**src/pkg/fad_map.svh**
```systemverilog
/*
  Register offsets, field positions, reset values, opcode fields and clock counts
  of the flag/arithmetic opcode decoder. Assumes inclusion by bare name.
*/
`ifndef FAD_MAP_SVH
`define FAD_MAP_SVH
`define FAD_OFS_INSN 8'h00
`define FAD_OFS_CTRL 8'h04
`define FAD_OFS_STAT 8'h08
`define FAD_OFS_FLD 8'h0C
`define FAD_CTRL_START 0
`define FAD_CTRL_CLR 1
`define FAD_CTRL_MODE 5:4
`define FAD_INSN_RST 32'h0000_0000
`define FAD_MODE_RST 2'h0
`define FAD_RESP_OK 2'h0
`define FAD_RESP_ERR 2'h2
`define FAD_OPC_CMC 8'hF5
`define FAD_OPC_FLAGS_TO_ACC_HIGH_OP 8'h9F
`define FAD_OPC_ACC_HIGH_TO_FLAGS_OP 8'h9E
`define FAD_OPC_POP_FLAGS_OP 8'h9D
`define FAD_OPC_PUSH_FLAGS_OP 8'h9C
`define FAD_OPC_ESC 8'h0F
`define FAD_OPC_CLTS2 8'h06
`define FAD_TOP6_ADD 6'h00
`define FAD_TOP6_ADC 6'h04
`define FAD_TOP6_SUB 6'h0A
`define FAD_TOP6_IMM 6'h20
`define FAD_TOP7_ADD_ACC 7'h02
`define FAD_TOP7_ADC_ACC 7'h0A
`define FAD_TOP7_INC 7'h7F
`define FAD_TOP5_INC_SHORT 5'h08
`define FAD_MID_ADD 3'h0
`define FAD_MID_ADC 3'h2
`define FAD_MID_INC 3'h0
`define FAD_MOD_REG 2'h3
`define FAD_CYC_CMC 4'h2
`define FAD_CYC_FLAGS_TO_ACC_HIGH_OP 4'h2
`define FAD_CYC_ACC_HIGH_TO_FLAGS_OP 4'h3
`define FAD_CYC_POP_FLAGS_OP 4'h5
`define FAD_CYC_PUSH_FLAGS_OP 4'h4
`define FAD_CYC_CLEAR_TASK_SWITCHED_OP 4'h5
`define FAD_CYC_CLI 4'h3
`define FAD_CYC_STI 4'h3
`define FAD_CYC_STC 4'h2
`define FAD_CYC_STD 4'h2
`define FAD_CYC_RR 4'h2
`define FAD_CYC_TOMEM 4'h7
`define FAD_CYC_FROMMEM 4'h6
`define FAD_CYC_INC_MEM 4'h6
`endif

```
**src/pkg/fad_pkg.sv**
```systemverilog
/*
  Types of the flag/arithmetic opcode decoder: operation classes and timer states.
  Assumes nothing of its surroundings.
*/
package fad_pkg;
  typedef enum logic [3:0] {
    FAD_OP_NONE = 4'h0,
    FAD_OP_CMC = 4'h1,
    FAD_OP_FLAGS_TO_ACC_HIGH_OP = 4'h2,
    FAD_OP_ACC_HIGH_TO_FLAGS_OP = 4'h3,
    FAD_OP_POP_FLAGS_OP = 4'h4,
    FAD_OP_PUSH_FLAGS_OP = 4'h5,
    FAD_OP_CLEAR_TASK_SWITCHED_OP = 4'h6,
    FAD_OP_CLI = 4'h7,
    FAD_OP_STI = 4'h8,
    FAD_OP_STC = 4'h9,
    FAD_OP_STD = 4'hA,
    FAD_OP_ADD = 4'hB,
    FAD_OP_ADC = 4'hC,
    FAD_OP_INC = 4'hD,
    FAD_OP_SUB = 4'hE
  } fad_op_t;
  typedef enum logic {
    FAD_T_IDLE = 1'b0,
    FAD_T_RUN = 1'b1
  } fad_tstate_t;
endpackage : fad_pkg

```
**src/pkg/fad_dec_if.sv**
```systemverilog
/*
  Carrier between the register file and the opcode decoder.
  Assumes the decoder is purely combinational.
*/
`timescale 1ns/1ps
interface fad_dec_if;
  import fad_pkg::*;
  logic [31:0] insn;
  fad_op_t op;
  logic [3:0] cycles;
  logic valid;
  logic w;
  logic d;
  logic mem;
  logic two_byte;
  logic [1:0] mod_f;
  logic [2:0] reg_f;
  logic [2:0] rm_f;
  modport dec (input insn, output op, cycles, valid, w, d, mem, two_byte, mod_f, reg_f, rm_f);
  modport use_side (output insn, input op, cycles, valid, w, d, mem, two_byte, mod_f, reg_f, rm_f);
endinterface : fad_dec_if

```
**src/rtl/fad_decode.sv**
```systemverilog
/*
  Combinational decoder: byte 0 is the opcode, byte 1 the operand selector byte
  or the second opcode byte. Assumes the instruction word is held stable by its owner.
*/
`timescale 1ns/1ps
`include "fad_map.svh"
module fad_decode
  import fad_pkg::*;
#(
  parameter logic [7:0] CLR_IE_OPC = 8'hF4,
  parameter logic [7:0] SET_IE_OPC = 8'hF6,
  parameter logic [7:0] SET_CY_OPC = 8'hF2,
  parameter logic [7:0] SET_DIR_OPC = 8'hF3
)(
  fad_dec_if.dec dif
);
  logic [7:0] b0;
  logic [7:0] b1;
  logic is_mem;
  assign b0 = dif.insn[7:0];
  assign b1 = dif.insn[15:8];
  assign is_mem = (b1[7:6] != `FAD_MOD_REG);
  assign dif.mod_f = b1[7:6];
  assign dif.rm_f = b1[2:0];

  always_comb
  begin
    dif.op = FAD_OP_NONE;
    dif.cycles = 4'h0;
    dif.w = 1'b0;
    dif.d = 1'b0;
    dif.mem = 1'b0;
    dif.two_byte = 1'b0;
    dif.reg_f = b1[5:3];
    if (b0 == `FAD_OPC_CMC)
    begin
      dif.op = FAD_OP_CMC;
      dif.cycles = `FAD_CYC_CMC;
    end
    else if (b0 == `FAD_OPC_FLAGS_TO_ACC_HIGH_OP)
    begin
      dif.op = FAD_OP_FLAGS_TO_ACC_HIGH_OP;
      dif.cycles = `FAD_CYC_FLAGS_TO_ACC_HIGH_OP;
    end
    else if (b0 == `FAD_OPC_ACC_HIGH_TO_FLAGS_OP)
    begin
      dif.op = FAD_OP_ACC_HIGH_TO_FLAGS_OP;
      dif.cycles = `FAD_CYC_ACC_HIGH_TO_FLAGS_OP;
    end
    else if (b0 == `FAD_OPC_POP_FLAGS_OP)
    begin
      dif.op = FAD_OP_POP_FLAGS_OP;
      dif.cycles = `FAD_CYC_POP_FLAGS_OP;
    end
    else if (b0 == `FAD_OPC_PUSH_FLAGS_OP)
    begin
      dif.op = FAD_OP_PUSH_FLAGS_OP;
      dif.cycles = `FAD_CYC_PUSH_FLAGS_OP;
    end
    else if (b0 == `FAD_OPC_ESC && b1 == `FAD_OPC_CLTS2)
    begin
      dif.op = FAD_OP_CLEAR_TASK_SWITCHED_OP;
      dif.cycles = `FAD_CYC_CLEAR_TASK_SWITCHED_OP;
      dif.two_byte = 1'b1;
    end
    else if (b0 == CLR_IE_OPC)
    begin
      dif.op = FAD_OP_CLI;
      dif.cycles = `FAD_CYC_CLI;
    end
    else if (b0 == SET_IE_OPC)
    begin
      dif.op = FAD_OP_STI;
      dif.cycles = `FAD_CYC_STI;
    end
    else if (b0 == SET_CY_OPC || b0 == SET_DIR_OPC)
    begin
      dif.op = (b0 == SET_CY_OPC) ? FAD_OP_STC : FAD_OP_STD;
      dif.cycles = (b0 == SET_CY_OPC) ? `FAD_CYC_STC : `FAD_CYC_STD;
    end
    else if (b0[7:1] == `FAD_TOP7_ADD_ACC || b0[7:1] == `FAD_TOP7_ADC_ACC)
    begin
      // Short accumulator forms: immediate follows, no selector byte
      dif.op = (b0[7:1] == `FAD_TOP7_ADD_ACC) ? FAD_OP_ADD : FAD_OP_ADC;
      dif.cycles = `FAD_CYC_RR;
      dif.w = b0[0];
      dif.reg_f = 3'h0;
    end
    else if (b0[7:2] == `FAD_TOP6_ADD || b0[7:2] == `FAD_TOP6_ADC ||
             (b0[7:2] == `FAD_TOP6_SUB && !is_mem))
    begin
      dif.op = (b0[7:2] == `FAD_TOP6_ADD) ? FAD_OP_ADD :
               (b0[7:2] == `FAD_TOP6_ADC) ? FAD_OP_ADC : FAD_OP_SUB;
      dif.w = b0[0];
      dif.d = b0[1];
      dif.mem = is_mem;
      dif.cycles = !is_mem ? `FAD_CYC_RR : (b0[1] ? `FAD_CYC_FROMMEM : `FAD_CYC_TOMEM);
    end
    else if (b0[7:2] == `FAD_TOP6_IMM && (b1[5:3] == `FAD_MID_ADD || b1[5:3] == `FAD_MID_ADC))
    begin
      dif.op = (b1[5:3] == `FAD_MID_ADD) ? FAD_OP_ADD : FAD_OP_ADC;
      dif.w = b0[0];
      dif.mem = is_mem;
      dif.cycles = is_mem ? `FAD_CYC_TOMEM : `FAD_CYC_RR;
    end
    else if (b0[7:1] == `FAD_TOP7_INC && b1[5:3] == `FAD_MID_INC)
    begin
      dif.op = FAD_OP_INC;
      dif.w = b0[0];
      dif.mem = is_mem;
      dif.cycles = is_mem ? `FAD_CYC_INC_MEM : `FAD_CYC_RR;
    end
    else if (b0[7:3] == `FAD_TOP5_INC_SHORT)
    begin
      dif.op = FAD_OP_INC;
      dif.w = 1'b1;
      dif.reg_f = b0[2:0];
      dif.cycles = `FAD_CYC_RR;
    end
  end

  assign dif.valid = (dif.op != FAD_OP_NONE);
endmodule : fad_decode

```
**src/rtl/fad_timer.sv**
```systemverilog
/*
  Duration timer: busy for exactly the loaded number of clocks, then a one-cycle done.
  Assumes a start is given only with a count of at least one.
*/
`timescale 1ns/1ps
module fad_timer
  import fad_pkg::*;
#(
  parameter int CW = 4
)(
  input wire logic i_clk,
  input wire logic i_rst,
  input wire logic i_start,
  input wire logic [CW-1:0] i_cycles,
  output logic o_busy,
  output logic o_done
);
  fad_tstate_t state_ff, nxt_state;
  logic [CW-1:0] cnt_ff, nxt_cnt;
  logic done_ff, nxt_done;

  always_comb
  begin
    nxt_state = state_ff;
    nxt_cnt = cnt_ff;
    nxt_done = 1'b0;
    case (state_ff)
      FAD_T_IDLE:
      begin
        if (i_start)
        begin
          nxt_state = FAD_T_RUN;
          nxt_cnt = i_cycles - 1'b1;
        end
      end
      FAD_T_RUN:
      begin
        if (cnt_ff == '0)
        begin
          nxt_state = FAD_T_IDLE;
          nxt_done = 1'b1;
        end
        else
        begin
          nxt_cnt = cnt_ff - 1'b1;
        end
      end
      default:
      begin
        nxt_state = FAD_T_IDLE;
      end
    endcase
  end

  always_ff @(posedge i_clk or posedge i_rst)
  begin
    if (i_rst)
    begin
      state_ff <= FAD_T_IDLE;
      cnt_ff <= '0;
      done_ff <= 1'b0;
    end
    else
    begin
      state_ff <= nxt_state;
      cnt_ff <= nxt_cnt;
      done_ff <= nxt_done;
    end
  end

  assign o_busy = (state_ff == FAD_T_RUN);
  assign o_done = done_ff;

  busy_len_two_a: assert property (@(posedge i_clk) disable iff (i_rst)
    (i_start && state_ff == FAD_T_IDLE && i_cycles == 2) |=> o_busy [*2] ##1 (!o_busy && o_done))
    else $error("two-clock run has wrong length");
  done_after_busy_a: assert property (@(posedge i_clk) disable iff (i_rst)
    $fell(o_busy) |-> o_done)
    else $error("done not raised when busy ended");
endmodule : fad_timer

```
**src/rtl/fad_top.sv**
```systemverilog
/*
  Flag-control and first-arithmetic-group opcode decoder and timer behind an
  AXI4-Lite register slave. Assumes a single 200 MHz clock and an AXI4-Lite master
  that keeps valid and payload stable until taken.
*/
// The address map and the AXI4-Lite register port are this design's own decisions.
// Contract
// - Opcode F5 decodes as complement carry, two clocks.
// - Opcode 9F decodes as flags to accumulator high byte, two clocks.
// - Opcode 9E decodes as accumulator high byte to flags, three clocks.
// - Bytes 0F 06 decode as clear task switched, five clocks.
// - Clear interrupt enable takes three clocks; opcode is a parameter.
// - Set interrupt enable takes three clocks; opcode is a parameter.
// - Set carry and set direction take two clocks; distinct parameter opcodes.
// - Short accumulator immediate add 0000010w takes two clocks.
// - Add to memory seven clocks, memory into register six clocks.
// - Immediate add, middle field 000, two clocks register, seven memory.
// - Register add with carry 000100dw takes two clocks.
// - Add with carry to memory seven clocks, from memory six.
// - Immediate add with carry, middle field 010, two or seven clocks.
// - Increment 1111111w middle 000, two clocks register, six memory.
// - Register subtract 001010dw takes two clocks.
`timescale 1ns/1ps
`include "fad_map.svh"
module fad_top
  import fad_pkg::*;
#(
  parameter int ADDR_W = 8,
  parameter logic [7:0] CLR_IE_OPC = 8'hF4,
  parameter logic [7:0] SET_IE_OPC = 8'hF6,
  parameter logic [7:0] SET_CY_OPC = 8'hF2,
  parameter logic [7:0] SET_DIR_OPC = 8'hF3
)(
  input wire logic I_SYS_CLK,
  input wire logic I_RST,
  input wire logic [ADDR_W-1:0] I_AWADDR,
  input wire logic I_AWVALID,
  output logic O_AWREADY,
  input wire logic [31:0] I_WDATA,
  input wire logic [3:0] I_WSTRB,
  input wire logic I_WVALID,
  output logic O_WREADY,
  output logic [1:0] O_BRESP,
  output logic O_BVALID,
  input wire logic I_BREADY,
  input wire logic [ADDR_W-1:0] I_ARADDR,
  input wire logic I_ARVALID,
  output logic O_ARREADY,
  output logic [31:0] O_RDATA,
  output logic [1:0] O_RRESP,
  output logic O_RVALID,
  input wire logic I_RREADY,
  output logic O_BUSY
);
  fad_dec_if dif ();

  logic aw_held_ff, nxt_aw_held;
  logic [ADDR_W-1:0] awaddr_ff, nxt_awaddr;
  logic w_held_ff, nxt_w_held;
  logic [31:0] wdata_ff, nxt_wdata;
  logic [3:0] wstrb_ff, nxt_wstrb;
  logic bvalid_ff, nxt_bvalid;
  logic [1:0] bresp_ff, nxt_bresp;
  logic rvalid_ff, nxt_rvalid;
  logic [31:0] rdata_ff, nxt_rdata;
  logic [1:0] rresp_ff, nxt_rresp;
  logic [31:0] insn_ff, nxt_insn;
  logic [1:0] mode_ff, nxt_mode;
  logic done_ff, nxt_done;
  logic ill_ff, nxt_ill;
  logic [3:0] lat_cyc_ff, nxt_lat_cyc;

  logic aw_now;
  logic w_now;
  logic do_wr;
  logic [ADDR_W-1:0] wr_addr;
  logic [31:0] wr_data;
  logic [3:0] wr_strb;
  logic start_req;
  logic clr_req;
  logic start_ok;
  logic tmr_busy;
  logic tmr_done;
  logic [31:0] stat_word;
  logic [31:0] fld_word;

  assign dif.insn = insn_ff;

  fad_decode #(
    .CLR_IE_OPC(CLR_IE_OPC),
    .SET_IE_OPC(SET_IE_OPC),
    .SET_CY_OPC(SET_CY_OPC),
    .SET_DIR_OPC(SET_DIR_OPC)
  ) u_decode (
    .dif(dif)
  );

  fad_timer #(
    .CW(4)
  ) u_timer (
    .i_clk(I_SYS_CLK),
    .i_rst(I_RST),
    .i_start(start_ok),
    .i_cycles(dif.cycles),
    .o_busy(tmr_busy),
    .o_done(tmr_done)
  );

  // Write channel acceptance, address and data in either order
  assign O_AWREADY = !aw_held_ff && !bvalid_ff;
  assign O_WREADY = !w_held_ff && !bvalid_ff;
  assign aw_now = aw_held_ff || (I_AWVALID && O_AWREADY);
  assign w_now = w_held_ff || (I_WVALID && O_WREADY);
  assign do_wr = aw_now && w_now && !bvalid_ff;
  assign wr_addr = aw_held_ff ? awaddr_ff : I_AWADDR;
  assign wr_data = w_held_ff ? wdata_ff : I_WDATA;
  assign wr_strb = w_held_ff ? wstrb_ff : I_WSTRB;
  assign start_req = do_wr && (wr_addr == ADDR_W'(`FAD_OFS_CTRL)) && wr_strb[0] && wr_data[`FAD_CTRL_START];
  assign clr_req = do_wr && (wr_addr == ADDR_W'(`FAD_OFS_CTRL)) && wr_strb[0] && wr_data[`FAD_CTRL_CLR];
  // A start while busy is ignored
  assign start_ok = start_req && !tmr_busy && dif.valid;

  always_comb
  begin
    nxt_aw_held = aw_held_ff;
    nxt_awaddr = awaddr_ff;
    nxt_w_held = w_held_ff;
    nxt_wdata = wdata_ff;
    nxt_wstrb = wstrb_ff;
    nxt_bvalid = bvalid_ff;
    nxt_bresp = bresp_ff;
    nxt_insn = insn_ff;
    nxt_mode = mode_ff;
    if (bvalid_ff && I_BREADY)
    begin
      nxt_bvalid = 1'b0;
    end
    if (do_wr)
    begin
      nxt_aw_held = 1'b0;
      nxt_w_held = 1'b0;
      nxt_bvalid = 1'b1;
      nxt_bresp = `FAD_RESP_OK;
      if (wr_addr == ADDR_W'(`FAD_OFS_INSN))
      begin
        for (int i = 0; i < 4; i++)
        begin
          if (wr_strb[i])
          begin
            nxt_insn[8*i +: 8] = wr_data[8*i +: 8];
          end
        end
      end
      else if (wr_addr == ADDR_W'(`FAD_OFS_CTRL))
      begin
        if (wr_strb[0])
        begin
          nxt_mode = wr_data[`FAD_CTRL_MODE];
        end
      end
      else if (wr_addr != ADDR_W'(`FAD_OFS_STAT) && wr_addr != ADDR_W'(`FAD_OFS_FLD))
      begin
        nxt_bresp = `FAD_RESP_ERR;
      end
    end
    else
    begin
      if (I_AWVALID && O_AWREADY)
      begin
        nxt_aw_held = 1'b1;
        nxt_awaddr = I_AWADDR;
      end
      if (I_WVALID && O_WREADY)
      begin
        nxt_w_held = 1'b1;
        nxt_wdata = I_WDATA;
        nxt_wstrb = I_WSTRB;
      end
    end
  end

  // Status flags: a setting event wins over a clear in the same cycle
  always_comb
  begin
    nxt_done = done_ff;
    nxt_ill = ill_ff;
    nxt_lat_cyc = lat_cyc_ff;
    if (clr_req)
    begin
      nxt_done = 1'b0;
      nxt_ill = 1'b0;
    end
    if (tmr_done)
    begin
      nxt_done = 1'b1;
    end
    if (start_req && !tmr_busy && !dif.valid)
    begin
      nxt_ill = 1'b1;
    end
    if (start_ok)
    begin
      nxt_lat_cyc = dif.cycles;
    end
  end

  assign stat_word = {16'h0000, lat_cyc_ff, dif.cycles, dif.op, dif.valid, ill_ff, done_ff, tmr_busy};
  assign fld_word = {18'h00000, dif.mod_f, 1'b0, dif.rm_f, 1'b0, dif.reg_f,
                     dif.two_byte, dif.mem, dif.d, dif.w};

  assign O_ARREADY = !rvalid_ff;

  always_comb
  begin
    nxt_rvalid = rvalid_ff;
    nxt_rdata = rdata_ff;
    nxt_rresp = rresp_ff;
    if (rvalid_ff && I_RREADY)
    begin
      nxt_rvalid = 1'b0;
    end
    if (I_ARVALID && O_ARREADY)
    begin
      nxt_rvalid = 1'b1;
      nxt_rresp = `FAD_RESP_OK;
      if (I_ARADDR == ADDR_W'(`FAD_OFS_INSN))
      begin
        nxt_rdata = insn_ff;
      end
      else if (I_ARADDR == ADDR_W'(`FAD_OFS_CTRL))
      begin
        nxt_rdata = {26'h0000000, mode_ff, 4'h0};
      end
      else if (I_ARADDR == ADDR_W'(`FAD_OFS_STAT))
      begin
        nxt_rdata = stat_word;
      end
      else if (I_ARADDR == ADDR_W'(`FAD_OFS_FLD))
      begin
        nxt_rdata = fld_word;
      end
      else
      begin
        nxt_rdata = 32'h0000_0000;
        nxt_rresp = `FAD_RESP_ERR;
      end
    end
  end

  always_ff @(posedge I_SYS_CLK or posedge I_RST)
  begin
    if (I_RST)
    begin
      aw_held_ff <= 1'b0;
      awaddr_ff <= '0;
      w_held_ff <= 1'b0;
      wdata_ff <= 32'h0000_0000;
      wstrb_ff <= 4'h0;
      bvalid_ff <= 1'b0;
      bresp_ff <= `FAD_RESP_OK;
      rvalid_ff <= 1'b0;
      rdata_ff <= 32'h0000_0000;
      rresp_ff <= `FAD_RESP_OK;
      insn_ff <= `FAD_INSN_RST;
      mode_ff <= `FAD_MODE_RST;
      done_ff <= 1'b0;
      ill_ff <= 1'b0;
      lat_cyc_ff <= 4'h0;
    end
    else
    begin
      aw_held_ff <= nxt_aw_held;
      awaddr_ff <= nxt_awaddr;
      w_held_ff <= nxt_w_held;
      wdata_ff <= nxt_wdata;
      wstrb_ff <= nxt_wstrb;
      bvalid_ff <= nxt_bvalid;
      bresp_ff <= nxt_bresp;
      rvalid_ff <= nxt_rvalid;
      rdata_ff <= nxt_rdata;
      rresp_ff <= nxt_rresp;
      insn_ff <= nxt_insn;
      mode_ff <= nxt_mode;
      done_ff <= nxt_done;
      ill_ff <= nxt_ill;
      lat_cyc_ff <= nxt_lat_cyc;
    end
  end

  assign O_BVALID = bvalid_ff;
  assign O_BRESP = bresp_ff;
  assign O_RVALID = rvalid_ff;
  assign O_RDATA = rdata_ff;
  assign O_RRESP = rresp_ff;
  assign O_BUSY = tmr_busy;

  cmc_count_a: assert property (@(posedge I_SYS_CLK) disable iff (I_RST)
    (insn_ff[7:0] == `FAD_OPC_CMC) |-> (dif.op == FAD_OP_CMC && dif.cycles == 4'h2))
    else $error("complement carry decoded wrongly");
  acc_flags_a: assert property (@(posedge I_SYS_CLK) disable iff (I_RST)
    (insn_ff[7:0] == `FAD_OPC_FLAGS_TO_ACC_HIGH_OP) |-> (dif.op == FAD_OP_FLAGS_TO_ACC_HIGH_OP && dif.cycles == 4'h2))
    else $error("flags to accumulator decoded wrongly");
  flags_store_a: assert property (@(posedge I_SYS_CLK) disable iff (I_RST)
    (insn_ff[7:0] == `FAD_OPC_ACC_HIGH_TO_FLAGS_OP) |-> (dif.op == FAD_OP_ACC_HIGH_TO_FLAGS_OP && dif.cycles == 4'h3))
    else $error("accumulator to flags decoded wrongly");
  flag_stack_a: assert property (@(posedge I_SYS_CLK) disable iff (I_RST)
    (insn_ff[7:0] == `FAD_OPC_POP_FLAGS_OP) |-> (dif.op == FAD_OP_POP_FLAGS_OP && dif.cycles == 4'h5))
    else $error("pop flags decoded wrongly");
  flag_push_a: assert property (@(posedge I_SYS_CLK) disable iff (I_RST)
    (insn_ff[7:0] == `FAD_OPC_PUSH_FLAGS_OP) |-> (dif.op == FAD_OP_PUSH_FLAGS_OP && dif.cycles == 4'h4))
    else $error("push flags decoded wrongly");
  task_clear_a: assert property (@(posedge I_SYS_CLK) disable iff (I_RST)
    (insn_ff[15:0] == {`FAD_OPC_CLTS2, `FAD_OPC_ESC}) |-> (dif.op == FAD_OP_CLEAR_TASK_SWITCHED_OP && dif.cycles == 4'h5))
    else $error("clear task switched decoded wrongly");
  mem_add_a: assert property (@(posedge I_SYS_CLK) disable iff (I_RST)
    (insn_ff[7:1] == 7'h00 && insn_ff[15:14] != 2'h3) |-> (dif.cycles == 4'h7 && dif.mem))
    else $error("add to memory has wrong count");
  dir_width_a: assert property (@(posedge I_SYS_CLK) disable iff (I_RST)
    (insn_ff[7:2] == `FAD_TOP6_ADC) |-> (dif.d == insn_ff[1] && dif.w == insn_ff[0]))
    else $error("direction or width bit lost");
  mode_free_a: assert property (@(posedge I_SYS_CLK) disable iff (I_RST)
    ($changed(mode_ff) && $stable(insn_ff)) |-> $stable(dif.cycles))
    else $error("count changed with mode");
  run_len_a: assert property (@(posedge I_SYS_CLK) disable iff (I_RST)
    (start_ok && dif.cycles == 4'h3) |=> tmr_busy [*3] ##1 (!tmr_busy && tmr_done) ##1 done_ff)
    else $error("three-clock run has wrong length");
  wr_resp_a: assert property (@(posedge I_SYS_CLK) disable iff (I_RST)
    do_wr |=> O_BVALID)
    else $error("write response missing");
endmodule : fad_top

```
**config.mk**
```make
export PLATFORM = sky130hd
export DESIGN_NAME = fad_top
export DESIGN_NICKNAME = d
export VERILOG_FILES = /design/src/pkg/fad_pkg.sv /design/src/pkg/fad_dec_if.sv /design/src/rtl/fad_decode.sv /design/src/rtl/fad_timer.sv /design/src/rtl/fad_top.sv
export VERILOG_INCLUDE_DIRS = /design/src /design/src/pkg
export SDC_FILE = /design/constraint.sdc
export NUM_CORES = 1
export LEC_CHECK = 0
export BUFFER_PORTS_ARGS = -buffer_cell sky130_fd_sc_hd__buf_2
export CAP_MARGIN = 40
export CELL_PAD_IN_SITES_DETAIL_PLACEMENT = 1
export CELL_PAD_IN_SITES_GLOBAL_PLACEMENT = 1
export CORE_MARGIN = 1.5
export CORE_UTILIZATION = 30
export DETAILED_ROUTE_END_ITERATION = 6
export GPL_TIMING_DRIVEN = 1
export PLACE_DENSITY_LB_ADDON = 0.1
export SLEW_MARGIN = 20
export SYNTH_ARGS = -nofsm -noshare
export SYNTH_HDL_FRONTEND = slang
export SYNTH_SLANG_ARGS = --single-unit
export TNS_END_PERCENT = 100
```
**constraint.sdc**
```tcl
create_clock -name I_SYS_CLK -period 4.2 [get_ports I_SYS_CLK]
set_input_delay 0 -clock I_SYS_CLK [delete_from_list [all_inputs] [get_ports I_SYS_CLK]]
set_output_delay 0 -clock I_SYS_CLK [all_outputs]
set_load 0.05 [all_outputs]
```
==> results by stage, run 1 <==
Synth:
- Counting flops with an async set or reset pin after synthesis yields a share of 1.00.
- Sorting the synthesized cells by area gives the leading types as sky130_fd_sc_hd__dfrtp_1 (51%), sky130_fd_sc_hd__mux2_2 (9.7%), sky130_fd_sc_hd__mux2i_1 (6.6%).
- In the synthesized netlist, the cells that appear most often are sky130_fd_sc_hd__dfrtp_1 (127), sky130_fd_sc_hd__nor2_1 (66), sky130_fd_sc_hd__mux2_2 (54).
- Of the post-synthesis cell area, the dominant cell type holds 0.509.
- The number of synthesized flops with an enable pin is 0.
- The portion of the post-synthesis area used by sequential elements is 0.509.
- Of all cell types, the one taking the most synthesized area is sky130_fd_sc_hd__dfrtp_1.
- In this run the mean area of a mapped cell was 10.9 um^2.
- The most used flip-flop cell after synthesis is sky130_fd_sc_hd__dfrtp_1.
- Synthesis handed over a netlist of about 570 instances.
- Counting flops and latches in the post-synthesis netlist gives 127.
- The synthesized area is 6250 um^2.
- The warning count from the yosys run is 0.
- The number of different library cells in the post-synthesis netlist is about 70.
- The most common cell in the netlist is sky130_fd_sc_hd__dfrtp_1.

Pwr:
- In this run the power density over the cells is approximately 650 nW/um^2.
- IR analysis of the VDD net gives a maximum drop of 0.425 mV.
- The completed layout was analyzed and its total power is roughly 5.2 mW.
- The leakage dissipation is about 3.7 nW.

Clock network:
- After clock tree synthesis, the clock-pin slew on the worst setup and hold paths is around 60 ps.
- The number of sinks on the clock net is about 130.
- The number of buffers inserted for hold repair after clock tree synthesis is 49.
- Buffers added to address setup during post-CTS repair amount to 0.
- The clock latency at the later pin of the worst-skew pair is 420 ps.
- The CTS buffer count is 17.
- The CTS tree is built.
- In this run the number of H-tree levels came out at 4.
- The quantity of gates resized following cts is 0.
- The master cell of the clock root buffer is sky130_fd_sc_hd__clkbuf_16.
- The clock passes through at most 2 buffers.

Run status:
- The run finished with clean final reports.

Detailed routing:
- Across all layers, the routed design uses 5,110 vias.
- The detailed-route wire length is 17,900 um.
- The routed wire length on met3 is 712 um.
- The met2 layer wire length in the routed design is 8230 um.
- The iteration count of the initial detailed-routing pass is 4.
- Dividing the detail-routed via count by the number of cells gives a little over 5.
- After detailed routing, the number of remaining DRC violations is 0.
- The top layer used by detailed routing is met4.
- After detailed routing, the wire length on met1 is 8700 um.
- The detailed router's first-iteration violation count is between 200 and 300.
- The mean routed wirelength per cell is between 15 and 20 um.
- Once detail routing completed, the nets flagged for antenna violations numbered 0.

STA:
- The final-report max-slew violation count was 0.
- Clock skew on the completed layout was measured at 10.4 ps.
- The smallest clock period supported by the final layout is computed as 2720 ps.
- The count of endpoints failing setup in the final report is 0.
- The final-report hold violation count is 0.
- Dividing the final minimum period by the clock period gives 0.647.
- At the pin with the least slew margin, the transition time is 697 ps.
- For the final routed database, the setup TNS stands at 0 ps.
- Final hold analysis gives a worst-case slack of 70.0 ps.
- Measured against its own limit, the worst slew margin works out to 0.535.
- Setup repair after global routing left no endpoint under its margin.
- The top achievable clock speed is 0.368 GHz.

Die:
- The overall die height is ~150 um.
- During I/O placement, the number of pins put on the boundary was 101.
- The floorplan has 52 rows.
- The starting density of the core is 0.308.
- The floorplan step defined a core boundary enclosing 20,300 um^2.
- The floorplan step set the die width to 147 um.
- The area of the die is 21,700 um^2.

Finish:
- The final design instance area without fill is ~8100 um^2.
- The share of layout cells above drive strength 1 is 0.290.
- After filler insertion, the fill cell instance count of the layout stands at 2,267.
- After the last flow step, the layout net total stands at 770.
- The area growth from synthesis to layout is 28.9%.
- The number of antenna cells inserted is 0.
- The finished layout holds 994 standard cells, fillers aside.

Critical path:
- The critical path in this run is classified as flop to flop.
- The largest fanout of any net on the critical path is 15.
- The worst setup path is launched from a flop.
- The required time of the worst setup path is 4500 ps.
- The type of element capturing the critical path is a flop.
- At the worst endpoint, the arrival time is 3020 ps.

Global routing:
- The global-route wire length before repair is 29,300 um.
- Entering global routing, the biggest net connects 54 pins.
- The total global-route track usage is 0.173.
- The via count of the first global-routing pass was 5,391.
- The leftover overflow at the end of global routing is 0.
- The initial antenna violation count came to 0.

Placed design:
- The number of I/O port buffers is 98.
- In this run the cell area measured after placement is 6990 um^2.
- Summed over all nets, the half-perimeter wirelength after detailed placement is 12,600 um.
- The weighted congestion at the end of routability-driven global placement is 0.850.
- The cell count after placement is 913.

Flow run:
- The count of maximum capacitance violations is 0.

Worst hold path:
- In this run the worst hold path is classified as input port to flop.
## kinds of logic after synthesis
group / synth area share
simple gates: 0.147
compound gates: 0.147
flops: 0.509
mux: 0.167
buf+inv: 0.0308
other cells: 0.000600
## critical path: stages, from the launching register on
cell                       delay [ps]
sky130_fd_sc_hd__dfrtp_1          550
sky130_fd_sc_hd__or4_1            630
sky130_fd_sc_hd__or3_1            330
sky130_fd_sc_hd__o311a_1          170
sky130_fd_sc_hd__o211ai_2         340
sky130_fd_sc_hd__nor2_1            70
sky130_fd_sc_hd__a211o_1          280
sky130_fd_sc_hd__a22o_1           230
## layer usage
layer / track usage / up-vias
met5: 0 / -
met4: 0.0655 / 0
met2: 0.269 / 128
li1: - / 2388
met1: 0.239 / 2576
met3: 0.0317 / 18
## state kept, by name, indices dropped and copies added, names as in the netlist, 2 cells and up
name	flops
wdata_ff	32
wstrb_ff	4
mode_ff	2
u_timer.cnt_ff	4
lat_cyc_ff	3
awaddr_ff	8
dif.insn	32
O_RDATA	32
## cells in the final DEF, fill, tap and decap left out, types with 3 or more instances in the layout
cell and instances:
sky130_fd_sc_hd__dfrtp_1 126, sky130_fd_sc_hd__buf_2 98, sky130_fd_sc_hd__nor2_1 66, sky130_fd_sc_hd__mux2_2 54, sky130_fd_sc_hd__dlygate4sd3_1 49, sky130_fd_sc_hd__mux2i_1 41
sky130_fd_sc_hd__a21oi_1 39, sky130_fd_sc_hd__nand2_1 34, sky130_fd_sc_hd__a22o_1 24, sky130_fd_sc_hd__o21ai_0 23, sky130_fd_sc_hd__clkbuf_16 17, sky130_fd_sc_hd__nand3_1 12
sky130_fd_sc_hd__buf_4 10, sky130_fd_sc_hd__inv_1 6, sky130_fd_sc_hd__nor3_1 6, sky130_fd_sc_hd__a211o_1 6, sky130_fd_sc_hd__nand3b_1 5, sky130_fd_sc_hd__nand4_1 5
sky130_fd_sc_hd__nor3b_1 4, sky130_fd_sc_hd__or3_1 4, sky130_fd_sc_hd__nor4b_1 4, sky130_fd_sc_hd__a32oi_1 4, sky130_fd_sc_hd__a31oi_1 4, sky130_fd_sc_hd__clkinv_4 4
sky130_fd_sc_hd__nor4_1 3, sky130_fd_sc_hd__and4b_1 3, sky130_fd_sc_hd__nand4b_1 3, sky130_fd_sc_hd__o31ai_1 3, sky130_fd_sc_hd__clkinvlp_4 3, sky130_fd_sc_hd__clkinv_2 3
## metrics by stage
stage / worst slack, ps / util
floorplan: 816 / -
global placement: 1520 / 0.343
detailed placement: 1480 / 0.344
CTS: 1490 / 0.397
global route: 1320 / 0.397
finish: 1480 / 0.397
## path summary, 6_finish.rpt
path                       slack [ps]                     start  cells after the start                            end
max in group asynchronous        2940                     I_RST                      4      lat_cyc_ff[0]$_DFFE_PP0P_
max                              1480   dif.insn[3]$_DFFE_PP0P_                      7  u_timer.cnt_ff[0]$_DFFE_PP0P_
min in group asynchronous         240                     I_RST                      3           O_BVALID$_DFFE_PP0P_
min reg2reg                       430  u_timer.o_done$_DFF_PP0_                      1            done_ff$_DFFE_PP0P_
max reg2reg                      1480   dif.insn[3]$_DFFE_PP0P_                      7  u_timer.cnt_ff[0]$_DFFE_PP0P_
min                                70                 I_ARVALID                      3         O_RDATA[3]$_DFFE_PP0P_
## where the power goes
group	internal, mW	switching, mW
sequential	1.61	0.371
combinational	0.790	1.02
clock	0.847	0.569
total	3.24	1.96
## layout make-up
class / count / area, um^2 / area share
flip-flops and latches: 127 / 3180 / 0.395
multi-input cells: 401 / 2880 / 0.358
repair buffers: 157 / 1060 / 0.131
clock buffers: 20 / 457 / 0.0567
well taps: 270 / 338 / 0.0420
clock inverters: 12 / 111 / 0.0138
inverters: 7 / 28.8 / 0.00357
(Power assumes the default switching activity.)
==> run 2, diff against run 1 <==
==> constraint.sdc (replaced) <==
create_clock -name I_SYS_CLK -period 2.23 [get_ports I_SYS_CLK]
set_input_delay 0 -clock I_SYS_CLK [delete_from_list [all_inputs] [get_ports I_SYS_CLK]]
set_output_delay 0 -clock I_SYS_CLK [all_outputs]
set_load 0.05 [all_outputs]
==> run 2 against run 1 <==
  * The flow now finishes with violations (setup timing)
  * Die area unchanged
  * Flip-flop and latch count is the same
  * Sequential share of layout area decreased by 4.6 points
  * Maximum frequency grew 14%
  * Via count grew 6.6%
  * Cell area grew 13%
  * Clock power up 95%
  * Critical path depth increased by 1
  * Count of clock-buffer cells in the layout fell by 2
  * Global-route usage increased by 1.1 points
  * First-iteration DRC count down 28%
  * Critical endpoint is now O_RDATA[5]$_DFFE_PP0P_
==> results by stage, run 2 (synthesis gave the netlist of run 1 again) <==
STA:
- The relative slew slack is 0.598 (was 0.535).
- The clock period minus worst slack was 2380 ps (was 2720 ps).
- Unrepaired setup endpoints after global routing: true (was false).
- The transition time at the pin with the least slew margin is 603 ps (was 697 ps).
- The final hold slack is 52.4 ps (was 70.0 ps).
- The final-report max-slew violation count is 0 (unchanged).
- The setup slack of the critical path after layout is -147 ps (was 1480 ps).
- The final-report hold violation count was 0 (unchanged).
- The ratio of final minimum period to clock period was 1.07 (was 0.647).
- The final setup TNS is -1060 ps (was 0 ps).
- The top achievable clock speed is 0.421 GHz (was 0.368 GHz).
- The count of endpoints failing setup in the final report is 11 (was 0).
- The final clock skew came to 7.52 ps (was 10.4 ps).

Die:
- The overall die height is 147 um (unchanged).
- The starting density of the core is 0.308 (unchanged).
- The number of top-level pins is 101 (unchanged).
- The x dimension of the die is 147 um (unchanged).
- The core footprint is 20,300 um^2 (unchanged).
- The number of placement rows is 52 (unchanged).
- The area of the die is 21,700 um^2 (unchanged).

Critical path:
- Ordered cell list for the critical path: buf_6 -> and3b_2 -> nand4b_1 -> o221ai_2 -> o211a_1 -> or2_1 -> mux4_2 -> a22o_1 (was or4_1 -> or3_1 -> o311a_1 -> o211ai_2 -> nor2_1 -> a211o_1 -> a22o_1).
- The type of element capturing the critical path is a flop (unchanged).
- The critical path's largest stage delay is 460 ps (was 630 ps).
- The largest fanout of any net on the critical path is 8 (was 15).
- The required time of the worst setup path is 2530 ps (was 4500 ps).
- The startpoint class of the critical path is a flop (unchanged).
- The data arrival time at the worst-slack endpoint is 2680 ps (was 3020 ps).
- The kind of critical path is flop to flop (unchanged).
- The slowest stage cell on the critical path was sky130_fd_sc_hd__mux4_2 (was sky130_fd_sc_hd__or4_1).

Pwr:
- The maximum VDD drop is 0.662 mV (was 0.425 mV).
- The leakage dissipation is 4.29 nW (was 3.71 nW).
- The power consumption was 11.4 mW (was 5.20 mW).
- The power per standard cell area came to 1250 nW/um^2 (was 646 nW/um^2).

Clock network:
- The depth of the CTS H-tree came to 4 (unchanged).
- The register clock-pin slew on the reported worst setup and hold paths is 60 ps (about the same).
- The CTS buffer count is 17 (unchanged).
- The master cell of the clock root buffer is sky130_fd_sc_hd__clkbuf_16 (unchanged).
- The clock latency at the later pin of the worst-skew pair is 420 ps (about the same).
- The number of sinks on the clock net is 127 (unchanged).
- The CTS tree is built (unchanged).
- The maximum clock path buffer count is 2 (unchanged).

Global routing:
- The initial antenna violation count is 0 (unchanged).
- The met3 demand-to-capacity share in global routing is 0.0311 (was 0.0317).
- The global-route wire length before repair is 31,200 um (was 29,300 um).
- The layer with the highest usage was met2 (unchanged).
- The pin count of the biggest net entering global routing came to 43 (was 54).
- The met1 track demand over resource in global routing is 0.246 (was 0.239).
- The total global-route track usage came to 0.184 (was 0.173).
- The leftover overflow at the end of global routing is 0 (unchanged).
- The met2 capacity usage during global routing is 0.301 (was 0.269).
- The via count of the first global-routing pass is 5,780 (was 5,391).

Detailed routing:
- The detailed-route DRC error count is 0 (unchanged).
- The detailed router's first-iteration violation count was 188 (was 262).
- The number of vias in the routed layout is 5,449 (was 5,110).
- The mean routed wirelength per cell came to 18.0 um (about the same).
- The mean number of vias per cell is 4.97 (was 5.14).
- The iteration count of the initial detailed-routing pass is 4 (unchanged).
- The count of nets left with antenna violations after detail routing is 0 (unchanged).
- The detailed-route wire length is 19,700 um (was 17,900 um).

Placed design:
- The weighted congestion at the end of routability-driven global placement is 0.853 (was 0.850).
- The detailed-placement wirelength estimate is 14,000 um (was 12,600 um).
- The number of I/O port buffers is 98 (unchanged).
- The cell count after placement is 994 (was 913).

Finish:
- The final core utilization is 0.449 (was 0.397).
- The layout net count came to 872 (was 770).
- The share of layout cells above drive strength 1 is 0.432 (was 0.290).
- The number of antenna cells inserted was 0 (unchanged).
- The area growth from synthesis to layout came to 46.0% (was 28.9%).
- The count of fill cells added during filler insertion was 2,268 (was 2,267).
- The most common cell after layout, fill and taps aside is sky130_fd_sc_hd__dfrtp_1 (unchanged).
- Commonest cells after routing, fill and taps aside: sky130_fd_sc_hd__dfrtp_1 (120), sky130_fd_sc_hd__buf_4 (99), sky130_fd_sc_hd__buf_2 (98) (was sky130_fd_sc_hd__dfrtp_1 (126), sky130_fd_sc_hd__buf_2 (98), sky130_fd_sc_hd__nor2_1 (66)).
- The final instance count without filler cells is 1,096 (was 994).

Run status:
- The checks that failed: setup timing.
- Run status: finished, violations left (was finished, final reports clean).

Worst hold path:
- The worst hold path class is input port to flop (unchanged).

Flow run:
- The count of maximum capacitance violations is 0 (unchanged).
[run 2: worst max-delay path: cells and delay by family, from the launching register on]
kind / cells / cell delay, ps
and+or+nand+nor: 3 / 650
AOI/OAI and AO/OA: 3 / 590
muxes: 1 / 460
DFF: 1 / 400
buffers and inverters: 1 / 150
[run 2: path summary, 6_finish.rpt]
path / from / end / slack (ps) / cells past startpoint
max: dif.insn[6]$_DFFE_PP0P_ / O_RDATA[5]$_DFFE_PP0P_ / -150 / 8
min: I_ARVALID / O_RRESP[1]$_DFFE_PP0P_ / 50 / 4
max reg2reg: dif.insn[6]$_DFFE_PP0P_ / O_RDATA[5]$_DFFE_PP0P_ / -150 / 8
min reg2reg: u_timer.o_done$_DFF_PP0_ / done_ff$_DFFE_PP0P_ / 430 / 1
max in group asynchronous: I_RST / dif.insn[17]$_DFFE_PP0P_ / 1310 / 4
min in group asynchronous: I_RST / dif.insn[26]$_DFFE_PP0P_ / 170 / 3
[run 2: final cells by class]
| cell class | count | area (um^2) | area share |
|---|---|---|---|
| clock buffers | 18 | 439 | 0.0481 |
| well taps | 270 | 338 | 0.0370 |
| inverters | 7 | 30.0 | 0.00329 |
| repair buffers | 259 | 1890 | 0.207 |
| multi-input cells | 401 | 3090 | 0.339 |
| clock inverters | 14 | 148 | 0.0162 |
| flip-flops and latches | 127 | 3190 | 0.349 |
[run 2: metal layers]
| layer | up-vias | routed length, um |
|---|---|---|
| met3 | 28 | 751 |
| met5 | - | 0 |
| met4 | 0 | 414 |
| met1 | 2712 | 9250 |
| met2 | 125 | 9300 |
| li1 | 2584 | - |
[run 2: repair_timing]
| action | in CTS | in global routing |
|---|---|---|
| setup endpoints to repair | 14 | 46 |
| pin swaps | 12 | 17 |
| hold buffers | 49 | 0 |
| cloned | 0 | 3 |
| setup buffers | 5 | 13 |
| resized for setup | 21 | 48 |
| hold endpoints to repair | 111 | 0 |
[run 2: report_power, final]
group	internal [mW]	total, mW	leakage (nW)	switching [mW]
Combinational	2.51	5.07	2.37	2.56
Clock	1.61	2.77	0.280	1.16
Sequential	3.04	3.58	1.64	0.545
Total	7.15	11.4	4.29	4.27
[run 2: through the flow]
| stage | setup slack (ps) | area [um^2] |
|---|---|---|
| floorplan | -30.1 | 6270 |
| global placement | -181 | 7650 |
| detailed placement | -236 | 7650 |
| CTS | -115 | 8840 |
| global route | -228 | 9120 |
| finish | -147 | 9120 |
